--- src/verilog/rrps_pkg.sv ---
package rrps_pkg;

	// ------------------------------------------------------------
	// Channel count and control field layout
	// ------------------------------------------------------------
	localparam int NUM_CH = 4;
	localparam int CTRL_W = 8;
	localparam int MODE_LSB = 0;
	localparam int MODE_MSB = 1;
	localparam int TOGGLE_SEL_BIT = 6;
	localparam int EN_LEVEL_BIT = 7;

	// ------------------------------------------------------------
	// Mode field encodings
	// ------------------------------------------------------------
	localparam logic [1:0] MODE_RX_READY = 2'h0;
	localparam logic [1:0] MODE_RX_ENABLE = 2'h3;

	// ------------------------------------------------------------
	// Reset values
	// ------------------------------------------------------------
	localparam logic [NUM_CH-1:0] PIN_RESET = 4'hf;
	localparam logic LINE_ENABLE_RESET = 1'b0;

	// Pin function selected by the mode field
	typedef enum logic {
		FUNC_RX_READY,
		FUNC_RX_ENABLE
	} rrps_func_t;

endpackage

--- src/verilog/rrps_chan.sv ---
`timescale 1ns/1ns

// Per-channel pin value: pure combinational, registered by the parent
module rrps_chan (
	input rrps_pkg::rrps_func_t func,
	input logic en_level,
	input logic toggle_sel,
	input logic data_ready,
	input logic receiving,
	output logic pin_next
);

	// ------------------------------------------------------------
	// Function select
	// ------------------------------------------------------------
	// Ready output is active low, so a waiting character pulls it low
	always_comb begin
		pin_next = 1'b1;
		case (func)
			rrps_pkg::FUNC_RX_READY: begin
				pin_next = ~data_ready;
			end
			rrps_pkg::FUNC_RX_ENABLE: begin
				if (toggle_sel) begin
					// Asserted while receiving, released otherwise
					pin_next = receiving ? en_level : ~en_level;
				end else begin
					pin_next = en_level;
				end
			end
			default: begin
				pin_next = 1'b1;
			end
		endcase
	end

endmodule

--- src/verilog/rrps_pin_select.sv ---
`timescale 1ns/1ns

// Behaviour
// - Mode 00 gives active-low receiver-ready pins
// - Mode 11 turns pins into receive-enable outputs
// - Ready pin low per channel data status
// - Enable level and behaviour from bits 7:6
// - Toggle select 0: pin equals level bit
// - Toggle select 1: pin toggles around level
module rrps_pin_select (
	input logic clock,
	input logic rst_b,
	input logic [rrps_pkg::CTRL_W-1:0] auto_toggle_ctrl,
	input logic [rrps_pkg::NUM_CH-1:0] rx_data_ready,
	input logic [rrps_pkg::NUM_CH-1:0] rx_receiving,
	output logic [rrps_pkg::NUM_CH-1:0] rx_status_pin,
	output logic line_enable_mode
);

	// ------------------------------------------------------------
	// Decoding helpers
	// ------------------------------------------------------------
	// Only 11 selects the enable function; 01 and 10 fall back to ready
	function automatic rrps_pkg::rrps_func_t decode_func(input logic [1:0] mode);
		if (mode == rrps_pkg::MODE_RX_ENABLE) begin
			decode_func = rrps_pkg::FUNC_RX_ENABLE;
		end else begin
			decode_func = rrps_pkg::FUNC_RX_READY;
		end
	endfunction

	// ------------------------------------------------------------
	// State
	// ------------------------------------------------------------
	typedef struct packed {
		logic [rrps_pkg::NUM_CH-1:0] pin;
		logic line_enable;
		logic armed;
	} rrps_state_t;

	rrps_state_t state;
	rrps_state_t next_state;
	rrps_pkg::rrps_func_t func;
	logic [1:0] mode;
	logic en_level;
	logic toggle_sel;
	logic [rrps_pkg::NUM_CH-1:0] pin_next;

	// Control bits come from the UART's own register on this clock: no synchroniser
	assign mode = auto_toggle_ctrl[rrps_pkg::MODE_MSB:rrps_pkg::MODE_LSB];
	assign en_level = auto_toggle_ctrl[rrps_pkg::EN_LEVEL_BIT];
	assign toggle_sel = auto_toggle_ctrl[rrps_pkg::TOGGLE_SEL_BIT];
	assign func = decode_func(mode);

	// ------------------------------------------------------------
	// Channel slices
	// ------------------------------------------------------------
	// Channels share controls but each follows its own status
	genvar ch;
	generate
		for (ch = 0; ch < rrps_pkg::NUM_CH; ch++) begin : g_chan
			rrps_chan u_chan (
				.func(func),
				.en_level(en_level),
				.toggle_sel(toggle_sel),
				.data_ready(rx_data_ready[ch]),
				.receiving(rx_receiving[ch]),
				.pin_next(pin_next[ch])
			);
		end
	endgenerate

	// ------------------------------------------------------------
	// Next state
	// ------------------------------------------------------------
	// One register stage keeps the pins glitch free at the cost of a cycle
	always_comb begin
		next_state = state;
		next_state.pin = pin_next;
		next_state.line_enable = (func == rrps_pkg::FUNC_RX_ENABLE);
		next_state.armed = 1'b1;
	end

	// State register; pins idle high so nothing reads as ready during reset
	always_ff @(posedge clock or negedge rst_b) begin
		if (!rst_b) begin
			state.pin <= rrps_pkg::PIN_RESET;
			state.line_enable <= rrps_pkg::LINE_ENABLE_RESET;
			state.armed <= 1'b0;
		end else begin
			state <= next_state;
		end
	end

	// Outputs straight from flip-flops
	assign rx_status_pin = state.pin;
	assign line_enable_mode = state.line_enable;
endmodule

--- config.mk ---
export PLATFORM = sky130hd
export DESIGN_NAME = rrps_pin_select
export DESIGN_NICKNAME = d
export VERILOG_FILES = /design/src/verilog/rrps_pkg.sv /design/src/verilog/rrps_chan.sv /design/src/verilog/rrps_pin_select.sv
export SDC_FILE = /design/constraint.sdc
export NUM_CORES = 1
export LEC_CHECK = 0
export BUFFER_PORTS_ARGS = -buffer_cell sky130_fd_sc_hd__buf_2
export CORE_AREA = 4 4 41 43
export CTS_BUF_LIST = sky130_fd_sc_hd__clkbuf_8
export DETAILED_ROUTE_END_ITERATION = 16
export DIE_AREA = 0 0 45 47
export GPL_ROUTABILITY_DRIVEN = 0
export PLACE_DENSITY = 0.64
export SYNTH_ARGS = -nofsm -noshare
export SYNTH_HDL_FRONTEND = slang
export SYNTH_HIERARCHICAL = 1
export SYNTH_SLANG_ARGS = --single-unit
export TNS_END_PERCENT = 5
--- constraint.sdc ---
create_clock -name clock -period 0.8 [get_ports clock]
set_input_delay 0.04 -clock clock [delete_from_list [all_inputs] [get_ports clock]]
set_output_delay 0.04 -clock clock [all_outputs]
set_load 0.02 [all_outputs]
## After elaboration in Yosys (flattened, before gate mapping)

Index checks and enable logic that the tools add are counted.

- Bits in registers: 5
- Input bits: 18

- Mux-type cells: 13
- Equality and inequality tests: 1
- Bitwise gates (word level): 6

Operators with widths:

| kind | number |
|---|---|
| $mux W1 | 9 |
| $pmux W1 S2 | 4 |
| $not A1 Y1 | 6 |
| $eq A2 B2 Y1 const B | 1 |

## Longest topological paths before layout

Gate-level depths: netlist of the first run.

- Depth after elaboration: 4
- Depth in mapped cells: 3
- Gate-level depth less buffers: 3

## Modules after synthesis

Netlist of the first run, hierarchy kept.

By module, submodules not included:

| module | times used | seq. area each (um^2) | area each (um^2) | cells each |
|---|---|---|---|---|
| rrps_chan | 4 | 0.0 | 42.5 | 5 |
| rrps_pin_select | 1 | 130.1 | 136.4 | 6 |

## Worst setup path before layout of the first run

Ideal clock, no wire load.

- Kind: input to register
- From: input auto_toggle_ctrl[0] (netlist bit)
- To: register state, in the netlist rx_status_pin[0]
- Path slack: 0.082 ns
- Stages on the path: 3
- Arrival time: 0.630 ns
- Setup time: 0.088 ns
- Cell sequence: and2_1 nor2b_1 a221oi_2

RTL lines:

| item | RTL line | RTL |
|---|---|---|
| start, declared | rrps_pin_select.sv:13 | `input logic [rrps_pkg::CTRL_W-1:0] auto_toggle_ctrl,` |
| end signal, assigned | rrps_pin_select.sv:91 | `state <= next_state;` |
| end, declared | rrps_pin_select.sv:41 | `rrps_state_t state;` |

## Worst setup path in the final report of the first run

- From: register state, in the netlist rx_status_pin[1]
- To: output rx_status_pin[1] (netlist bit)

RTL lines:

| item | RTL line | RTL |
|---|---|---|
| end, declared | rrps_pin_select.sv:16 | `output logic [rrps_pkg::NUM_CH-1:0] rx_status_pin,` |

No word-level cell between the ends.

==> metrics.txt, run 1 <==
Synth Instances 26; slowest library cell on the worst path dfstp_2; endpoints failing hold 3; drt drc 0; number of I/O port buffers 18; synthesized cell area 306.5 um2; failing checks negative hold slack, negative setup slack; gr usage total 0.08419; delay-heaviest family, CP flip-flops; crit path time final 0.8883 ns; htree depth 1; Root Driver clkbuf_8; drt pass-1 iters 4; global route overflow 0; Seq cells post-synth 5; Critical Path Sink Type primary output; Post-Route WL 730 um; ANT nets after route 0; Ports 23; period utilization 1.110; Max Cap Viol 0; Pwr per Cell Area 1828 nW/um2; Largest stage delay, worst path 0.52 ns; Layout area overhead 64.90%; synthesized area per cell 11.79 um2; Setup Crit Path Kind reg -> out; DR iter-0 viols 4; clock slew at reported path FFs 0.03 ns; cell area after layout 505.5 um2; RSZ-0062 raised after global routing yes; maximum vdd drop 0.4803 mV; WL/cell 11.23 um; setup_tns -0.3287 ns; largest net degree at the start of global routing 14; Worst-Margin Slew 0.3344 ns; Synth top area share 0.3429; Worst EP required 0.76 ns; WP buf/inv 1; Max Fanout on Critical Path 1; register area share after synthesis 0.4245; first-pass GRT wire length 1173 um; max-slew violations 0; worst slack at placement -0.1472 ns; worst endpoint data arrival time 0.85 ns; min-delay src rx_data_ready[3]; syn_nets 44; Rel. slew slack 0.7771; CTS Buf Count 3; via count 280; vias in the first global route 290; Peak Freq 1.126 GHz; Post-DP Area 415.4 um2; Final nets 69; Register Area 130.1 um2; critical path launch point rx_status_pin[1]; overall die width 45 um; Setup Viol. Count Final 4; worst-case clock buffer depth 2; share of post-route cells with drive strength above 1 0.5800; final worst slack -0.08833 ns; # rows 13; Yosys cell types 8; post-synthesis cell type with the largest combined area dfstp_2; Post-Route Utilization 0.3885; Pleak 0.2425 nW; Initial Utilization 0.2356; crit path cell chain buf_6; Layout fillers 145; Post-CTS Hold Buffers 2; Placeable Area 1301 um2; CTS Sinks 5; startpoint types flop; worst hold margin -0.02974 ns; TritonCTS clock tree built; initial antenna violation count 0; most frequent cells in the layout buf_2, inv_1; Worst Hold Class in -> reg; multi-input logic area 161.4 um2; drt via density 4.308; leading post-synthesis cells by cell area dfstp_2, a221oi_2, and4b_1, or2b_1, dfrtp_1; die area 2115 um2; status finished with violations; commonest non-fill, non-tap cell in the layout buf_2; die extent in y 47 um; warnings from Yosys 6; antenna cells 0
==> stage by stage <==
stage	total power, mW	instances
final	0.9241	65
after global routing	0.9798	65
after CTS	0.9451	65
after detailed placement	0.4515	59
after global placement	0.4480	59
after floorplan	0.3799	26
==> routing by layer <==
metal / GRT usage / part of all wire
met4: 0.07018 / 0
met3: 0.04215 / 0.14
met5: 0 / 0
met2: 0.1130 / 0.42
met1: 0.09931 / 0.44
==> synthesized netlist by cell type <==
library cell / instances
a221oi_2: 4
or2b_1: 4
inv_1: 4
dfstp_2: 4
nor2b_1: 4
and2_1: 1
dfrtp_1: 1
and4b_1: 4
==> state kept, by name (all words and copies together), names as in the netlist <==
signal	flops
line_enable_mode	1
rx_status_pin	4
==> timing repair <==
item,in CTS,in global routing
cloned,0,0
endpoints found under the setup margin,4,5
hold endpoints to repair,9,3
resized for setup,8,0
buffers inserted,0,0
==> cell type report <==
cell class | instances | area share
flip-flops and latches | 5 | 0.2574
well taps | 15 | 0.03713
multi-input cells | 17 | 0.3193
clock inverters | 1 | 0.007426
clock buffers | 3 | 0.08168
repair buffers | 20 | 0.2673
inverters | 4 | 0.02970
==> power breakdown <==
part | internal (mW) | switching, mW
Combinational | 0.0990 | 0.0847
Clock | 0.328 | 0.116
Sequential | 0.288 | 0.00898
==> final timing paths <==
kind                       slack [ns]  cells past startpoint               end
max                             -0.09                      1  rx_status_pin[1]
min                             -0.03                      2  rx_status_pin[3]
max in group asynchronous        0.42                      2  rx_status_pin[2]
min in group asynchronous        0.18                      2  line_enable_mode
==> kinds of logic (layout without fill, tap and decap cells) <==
family / Yosys count / in the layout / synth area share
and+or+nand+nor: 13 / 13 / 0.3306
buffers and inverters: 4 / 28 / 0.04897
DFF: 5 / 5 / 0.4245
AOI/OAI and AO/OA: 4 / 4 / 0.1959
Power figures use the tool's default switching activity.
==> run 2: changes to the inputs <==
--- a/config.mk
+++ b/config.mk
@@ -6,12 +6,13 @@
 export NUM_CORES = 1
 export LEC_CHECK = 0
 export BUFFER_PORTS_ARGS = -buffer_cell sky130_fd_sc_hd__buf_2
-export CORE_AREA = 4 4 41 43
+export CORE_AREA = 2 2 39 41
 export CTS_BUF_LIST = sky130_fd_sc_hd__clkbuf_8
 export DETAILED_ROUTE_END_ITERATION = 16
-export DIE_AREA = 0 0 45 47
+export DIE_AREA = 0 0 41 43
 export GPL_ROUTABILITY_DRIVEN = 0
 export PLACE_DENSITY = 0.64
+export SKIP_CTS_REPAIR_TIMING = 1
 export SYNTH_ARGS = -nofsm -noshare
 export SYNTH_HDL_FRONTEND = slang
 export SYNTH_HIERARCHICAL = 1
==> metrics.txt, run 2 (synthesized netlist as in run 1, its figures left out) <==
status finished with violations; failing checks negative hold slack, negative setup slack; Pwr per Cell Area 1811 nW/um2 (-0.94%); Register Area 130.1 um2 (unchanged); htree depth 1 (unchanged); commonest non-fill, non-tap cell in the layout buf_2; antenna cells 0 (unchanged); Rel. slew slack 0.7678 (-0.009215); WL/cell 9.636 um (-14%); setup_tns -0.3164 ns (+0.01238 ns); share of post-route cells with drive strength above 1 0.5800 (unchanged); drt drc 0 (unchanged); WP buf/inv 1 (unchanged); slowest library cell on the worst path dfstp_2; Worst EP required 0.76 ns (about the same); Sw Pwr 203.3 uW (-2.9%); Worst-Margin Slew 0.3482 ns (+0.01382 ns); largest net degree at the start of global routing 14 (unchanged); instance count on the critical path 1 (unchanged); Final nets 69 (unchanged); endpoints failing hold 3 (unchanged); CTS Sinks 5 (unchanged); Critical Path Sink Type primary output; ANT nets after route 0 (unchanged); maximum vdd drop 0.3832 mV (-20%); worst endpoint data arrival time 0.84 ns (about the same); first-pass GRT wire length 897 um (-24%); Max Fanout on Critical Path 1 (unchanged); Pleak 0.2425 nW (unchanged); worst hold margin -0.03825 ns (-0.008512 ns); power share of the clock group 0.481 (about the same); Largest register FFs 4 (unchanged); worst-case clock buffer depth 2 (unchanged); Largest stage delay, worst path 0.52 ns (about the same); max-slew violations 0 (unchanged); Root Driver clkbuf_8; Setup Crit Path Kind reg -> out; Placeable Area 1384 um2 (+6.3%); share of power burned in registers 0.322 (about the same); crit path time final 0.8819 ns (-0.006468 ns); number of I/O port buffers 18 (unchanged); Cell Int Power 714.4 uW (about the same); die extent in y 43 um (-8.5%); Comb pwr share 0.197 (-0.002); global route overflow 0 (unchanged); delay-heaviest family, CP flip-flops; Peak Freq 1.134 GHz (+0.73%); Worst Hold Class in -> reg; Initial Utilization 0.2215 (-0.01406); # rows 14 (+1); gr usage total 0.08216 (-0.002029); TritonCTS clock tree built; most frequent cells in the layout buf_2, inv_1; initial antenna violation count 0 (unchanged); period utilization 1.102 (-0.008085); vias in the first global route 229 (-21%); Final Total Pwr 917.7 uW (-0.70%); drt pass-1 iters 2 (-2); Sw Ratio 0.2215 (-0.005021); startpoint types flop; crit path cell chain buf_6; multi-input logic area 161.4 um2 (unchanged); Setup Viol. Count Final 4 (unchanged); overall die width 41 um (-8.9%); via count 270 (-3.6%); RSZ-0062 raised after global routing yes; Post-Route WL 636 um (-13%); drt via density 4.091 (-5.0%); Layout area overhead 65.31%; clock slew at reported path FFs 0.03 ns (about the same); Worst setup endpoint rx_status_pin[0]; DR iter-0 viols 1 (-3); Ports 23 (unchanged); CTS Buf Count 3 (unchanged); final worst slack -0.08186 ns (+0.006468 ns); Layout fillers 144 (-0.69%); Max Cap Viol 0 (unchanged); die area 1763 um2 (-17%); critical path launch point rx_status_pin[0]; hpwl dp 475.8 um
[run 2: cell counts in the layout (fill, tap and decap cells not counted)]
Identical to the previous run, type by type.
[run 2: stage by stage]
step                      worst slack (ns)  instance area [um2]  hold WS, ns  cells    util
after CTS                          -0.1166                461.7      -0.3705     64  0.3336
after detailed placement           -0.1106                416.7      -0.1424     60  0.3011
after floorplan                    0.08211                306.5      -0.2556     26       -
after global placement             -0.1011                416.7      -0.1448     60  0.3011
after global routing               -0.1094                506.7     -0.04132     66  0.3662
final                             -0.08186                506.7     -0.03825     66  0.3662
[run 2: routing by layer]
layer	track usage	wire, um	vias up
met3	0.03141	42	4
li1	-	-	143
met1	0.08307	276	109
met4	0.1000	26	0
met5	0	0	-
met2	0.1094	291	14
[run 2: cell type report]
cell class,count,area share
clock buffers,3,0.08148
clock inverters,1,0.007407
inverters,4,0.02963
multi-input cells,17,0.3185
flip-flops and latches,5,0.2568
well taps,16,0.03951
repair buffers,20,0.2667
[run 2: worst min path at each step]
stage | start | end | cells past startpoint | slack (ns)
after floorplan | rst_b | line_enable_mode | 0 | -0.26
after global placement | rst_b | line_enable_mode | 1 | -0.14
after detailed placement | rst_b | line_enable_mode | 1 | -0.14
after CTS | rst_b | line_enable_mode | 1 | -0.37
after global routing | rx_data_ready[1] | rx_status_pin[1] | 2 | -0.04
final | rx_data_ready[2] | rx_status_pin[2] | 2 | -0.04
[run 2: power groups by stage]
stage | sequential (mW) | clock (mW) | combinational, mW
3_3_place_gp | 0.293 | 0 | 0.153
2_1_floorplan | 0.323 | 0 | 0.0568
4_1_cts | 0.291 | 0.452 | 0.155
3_5_place_dp | 0.293 | 0 | 0.155
5_1_grt | 0.298 | 0.483 | 0.199
6_report | 0.296 | 0.441 | 0.181
==> run 3: changes to the inputs <==
--- a/config.mk
+++ b/config.mk
@@ -11,7 +11,8 @@
 export DETAILED_ROUTE_END_ITERATION = 16
 export DIE_AREA = 0 0 41 43
 export GPL_ROUTABILITY_DRIVEN = 0
-export PLACE_DENSITY = 0.64
+export PLACE_DENSITY = 0.56
+export RECOVER_POWER = 25
 export SKIP_CTS_REPAIR_TIMING = 1
 export SYNTH_ARGS = -nofsm -noshare
 export SYNTH_HDL_FRONTEND = slang
==> metrics.txt, run 3 (synthesized netlist as in run 1, its figures left out) <==
gr usage total 0.08048 (-0.001681); crit path time final 0.8851 ns (+0.003216 ns); largest net degree at the start of global routing 14 (unchanged); htree depth 1 (unchanged); # rows 14 (unchanged); WL/cell 10.02 um (+3.9%); Finished Layout Cells 65 (-1.5%); CTS Sinks 5 (unchanged); Setup Viol. Count Final 4 (unchanged); max-slew violations 0 (unchanged); layer carrying the most global-route usage met2; drt via density 4.292 (+4.9%); GR Util met2 0.1063 (-0.003125); crit path cell chain buf_6; grt met1 use 0.09061 (+0.007548); Root Driver clkbuf_8; Peak Freq 1.130 GHz (-0.36%); Critical Path Sink Type primary output; Initial Utilization 0.2215 (unchanged); hpwl dp 531 um (+12%); initial antenna violation count 0 (unchanged); Final nets 68 (-1.4%); WP buf/inv 1 (unchanged); worst hold margin -0.03626 ns (+0.001990 ns); Worst Hold Class in -> reg; Setup Crit Path Kind reg -> out; Largest register FFs 4 (unchanged); via count 279 (+3.3%); period utilization 1.106 (+0.004020); Pwr per Cell Area 1863 nW/um2 (+2.9%); Rel. slew slack 0.7789 (+0.01106); Placeable Area 1384 um2 (unchanged); drt drc 0 (unchanged); clock slew at reported path FFs 0.03 ns (about the same); Max Cap Viol 0 (unchanged); Post-DP Area 416.7 um2 (unchanged); ANT nets after route 0 (unchanged); delay-heaviest family, CP flip-flops; Post-Route WL 651 um (+2.4%); RSZ-0062 raised after global routing yes; slowest library cell on the worst path dfstp_2; Largest stage delay, worst path 0.52 ns (about the same); overall die width 41 um (unchanged); placed cells 60 (unchanged); Worst EP required 0.76 ns (about the same); global route overflow 0 (unchanged); Pleak 0.2356 nW (-2.9%); CTS Buf Count 3 (unchanged); failing checks negative hold slack, negative setup slack; vias in the first global route 218 (-4.8%); Worst Hold Endpoint rx_status_pin[0]; endpoints failing hold 4 (+1); Ports 23 (unchanged); TritonCTS clock tree built; share of post-route cells with drive strength above 1 0.5714 (-0.008571); die area 1763 um2 (unchanged); cell area after layout 495.5 um2 (-2.2%); most frequent cells in the layout buf_2, inv_1; maximum vdd drop 0.4237 mV (+11%); final worst slack -0.08508 ns (-0.003216 ns); die extent in y 43 um (unchanged); number of I/O port buffers 18 (unchanged); first-pass GRT wire length 876 um (-2.3%); worst endpoint data arrival time 0.85 ns (about the same); antenna cells 0 (unchanged); startpoint types flop; Worst-Margin Slew 0.3317 ns (-0.01659 ns); commonest non-fill, non-tap cell in the layout buf_2; Final Total Pwr 923.1 uW (+0.59%); Layout area overhead 61.63%; WHS Path Cells 2 (unchanged); drt pass-1 iters 2 (unchanged); Max Fanout on Critical Path 1 (unchanged); status finished with violations; M3 GR Usage 0.01571 (-0.01571); Post-Route Utilization 0.3580 (-0.008137); min-delay src rx_data_ready[0]; DR iter-0 viols 1 (unchanged); worst-case clock buffer depth 2 (unchanged)
## run 3: cell types whose count changed in the layout (fill, tap and decap cells not counted), sizes merged
| cell | previous run | this run |
|---|---|---|
| buf | 18 | 17 |
| clkbuf | 3 | 4 |
| dlygate4sd3 | 2 | 1 |
## run 3: layout make-up
class,instances,area [um2]
fillers,146,888.4
multi-input cells,17,161.4
flip-flops and latches,5,130.1
repair buffers,19,123.9
clock buffers,3,41.29
well taps,16,20.02
inverters,4,15.01
clock inverters,1,3.754
## run 3: worst max path at each step
stage,start,endpoint,slack (ns),cells after the start
CTS,rx_status_pin[3],rx_status_pin[3],-0.12,1
detailed placement,auto_toggle_ctrl[0],rx_status_pin[3],-0.12,4
global route,rx_status_pin[3],rx_status_pin[3],-0.11,1
finish,rx_status_pin[3],rx_status_pin[3],-0.09,1
global placement,auto_toggle_ctrl[0],rx_status_pin[3],-0.11,4
floorplan,auto_toggle_ctrl[0],rx_status_pin[0],0.08,3
## run 3: per-layer routing
metal	vias to the layer above	part of all wire	wire (um)
met5	-	0	0
met4	0	0.022	14
met3	2	0.13	85
met2	17	0.43	278
met1	120	0.42	273
li1	140	-	-
## run 3: where the power goes
part,internal [mW],switching [mW]
Combinational,0.0951,0.0834
Clock,0.329,0.120
Sequential,0.287,0.00831
## run 3: per-stage QoR
stage | TNS [ns] | worst slack, ns | hold WS, ns
6_report | -0.3318 | -0.08508 | -0.03626
5_1_grt | -0.4116 | -0.1090 | -0.03429
4_1_cts | -0.4808 | -0.1246 | -0.3730
3_5_place_dp | -0.4372 | -0.1244 | -0.1419
3_3_place_gp | -0.3579 | -0.1071 | -0.1442
2_1_floorplan | 0 | 0.08211 | -0.2556
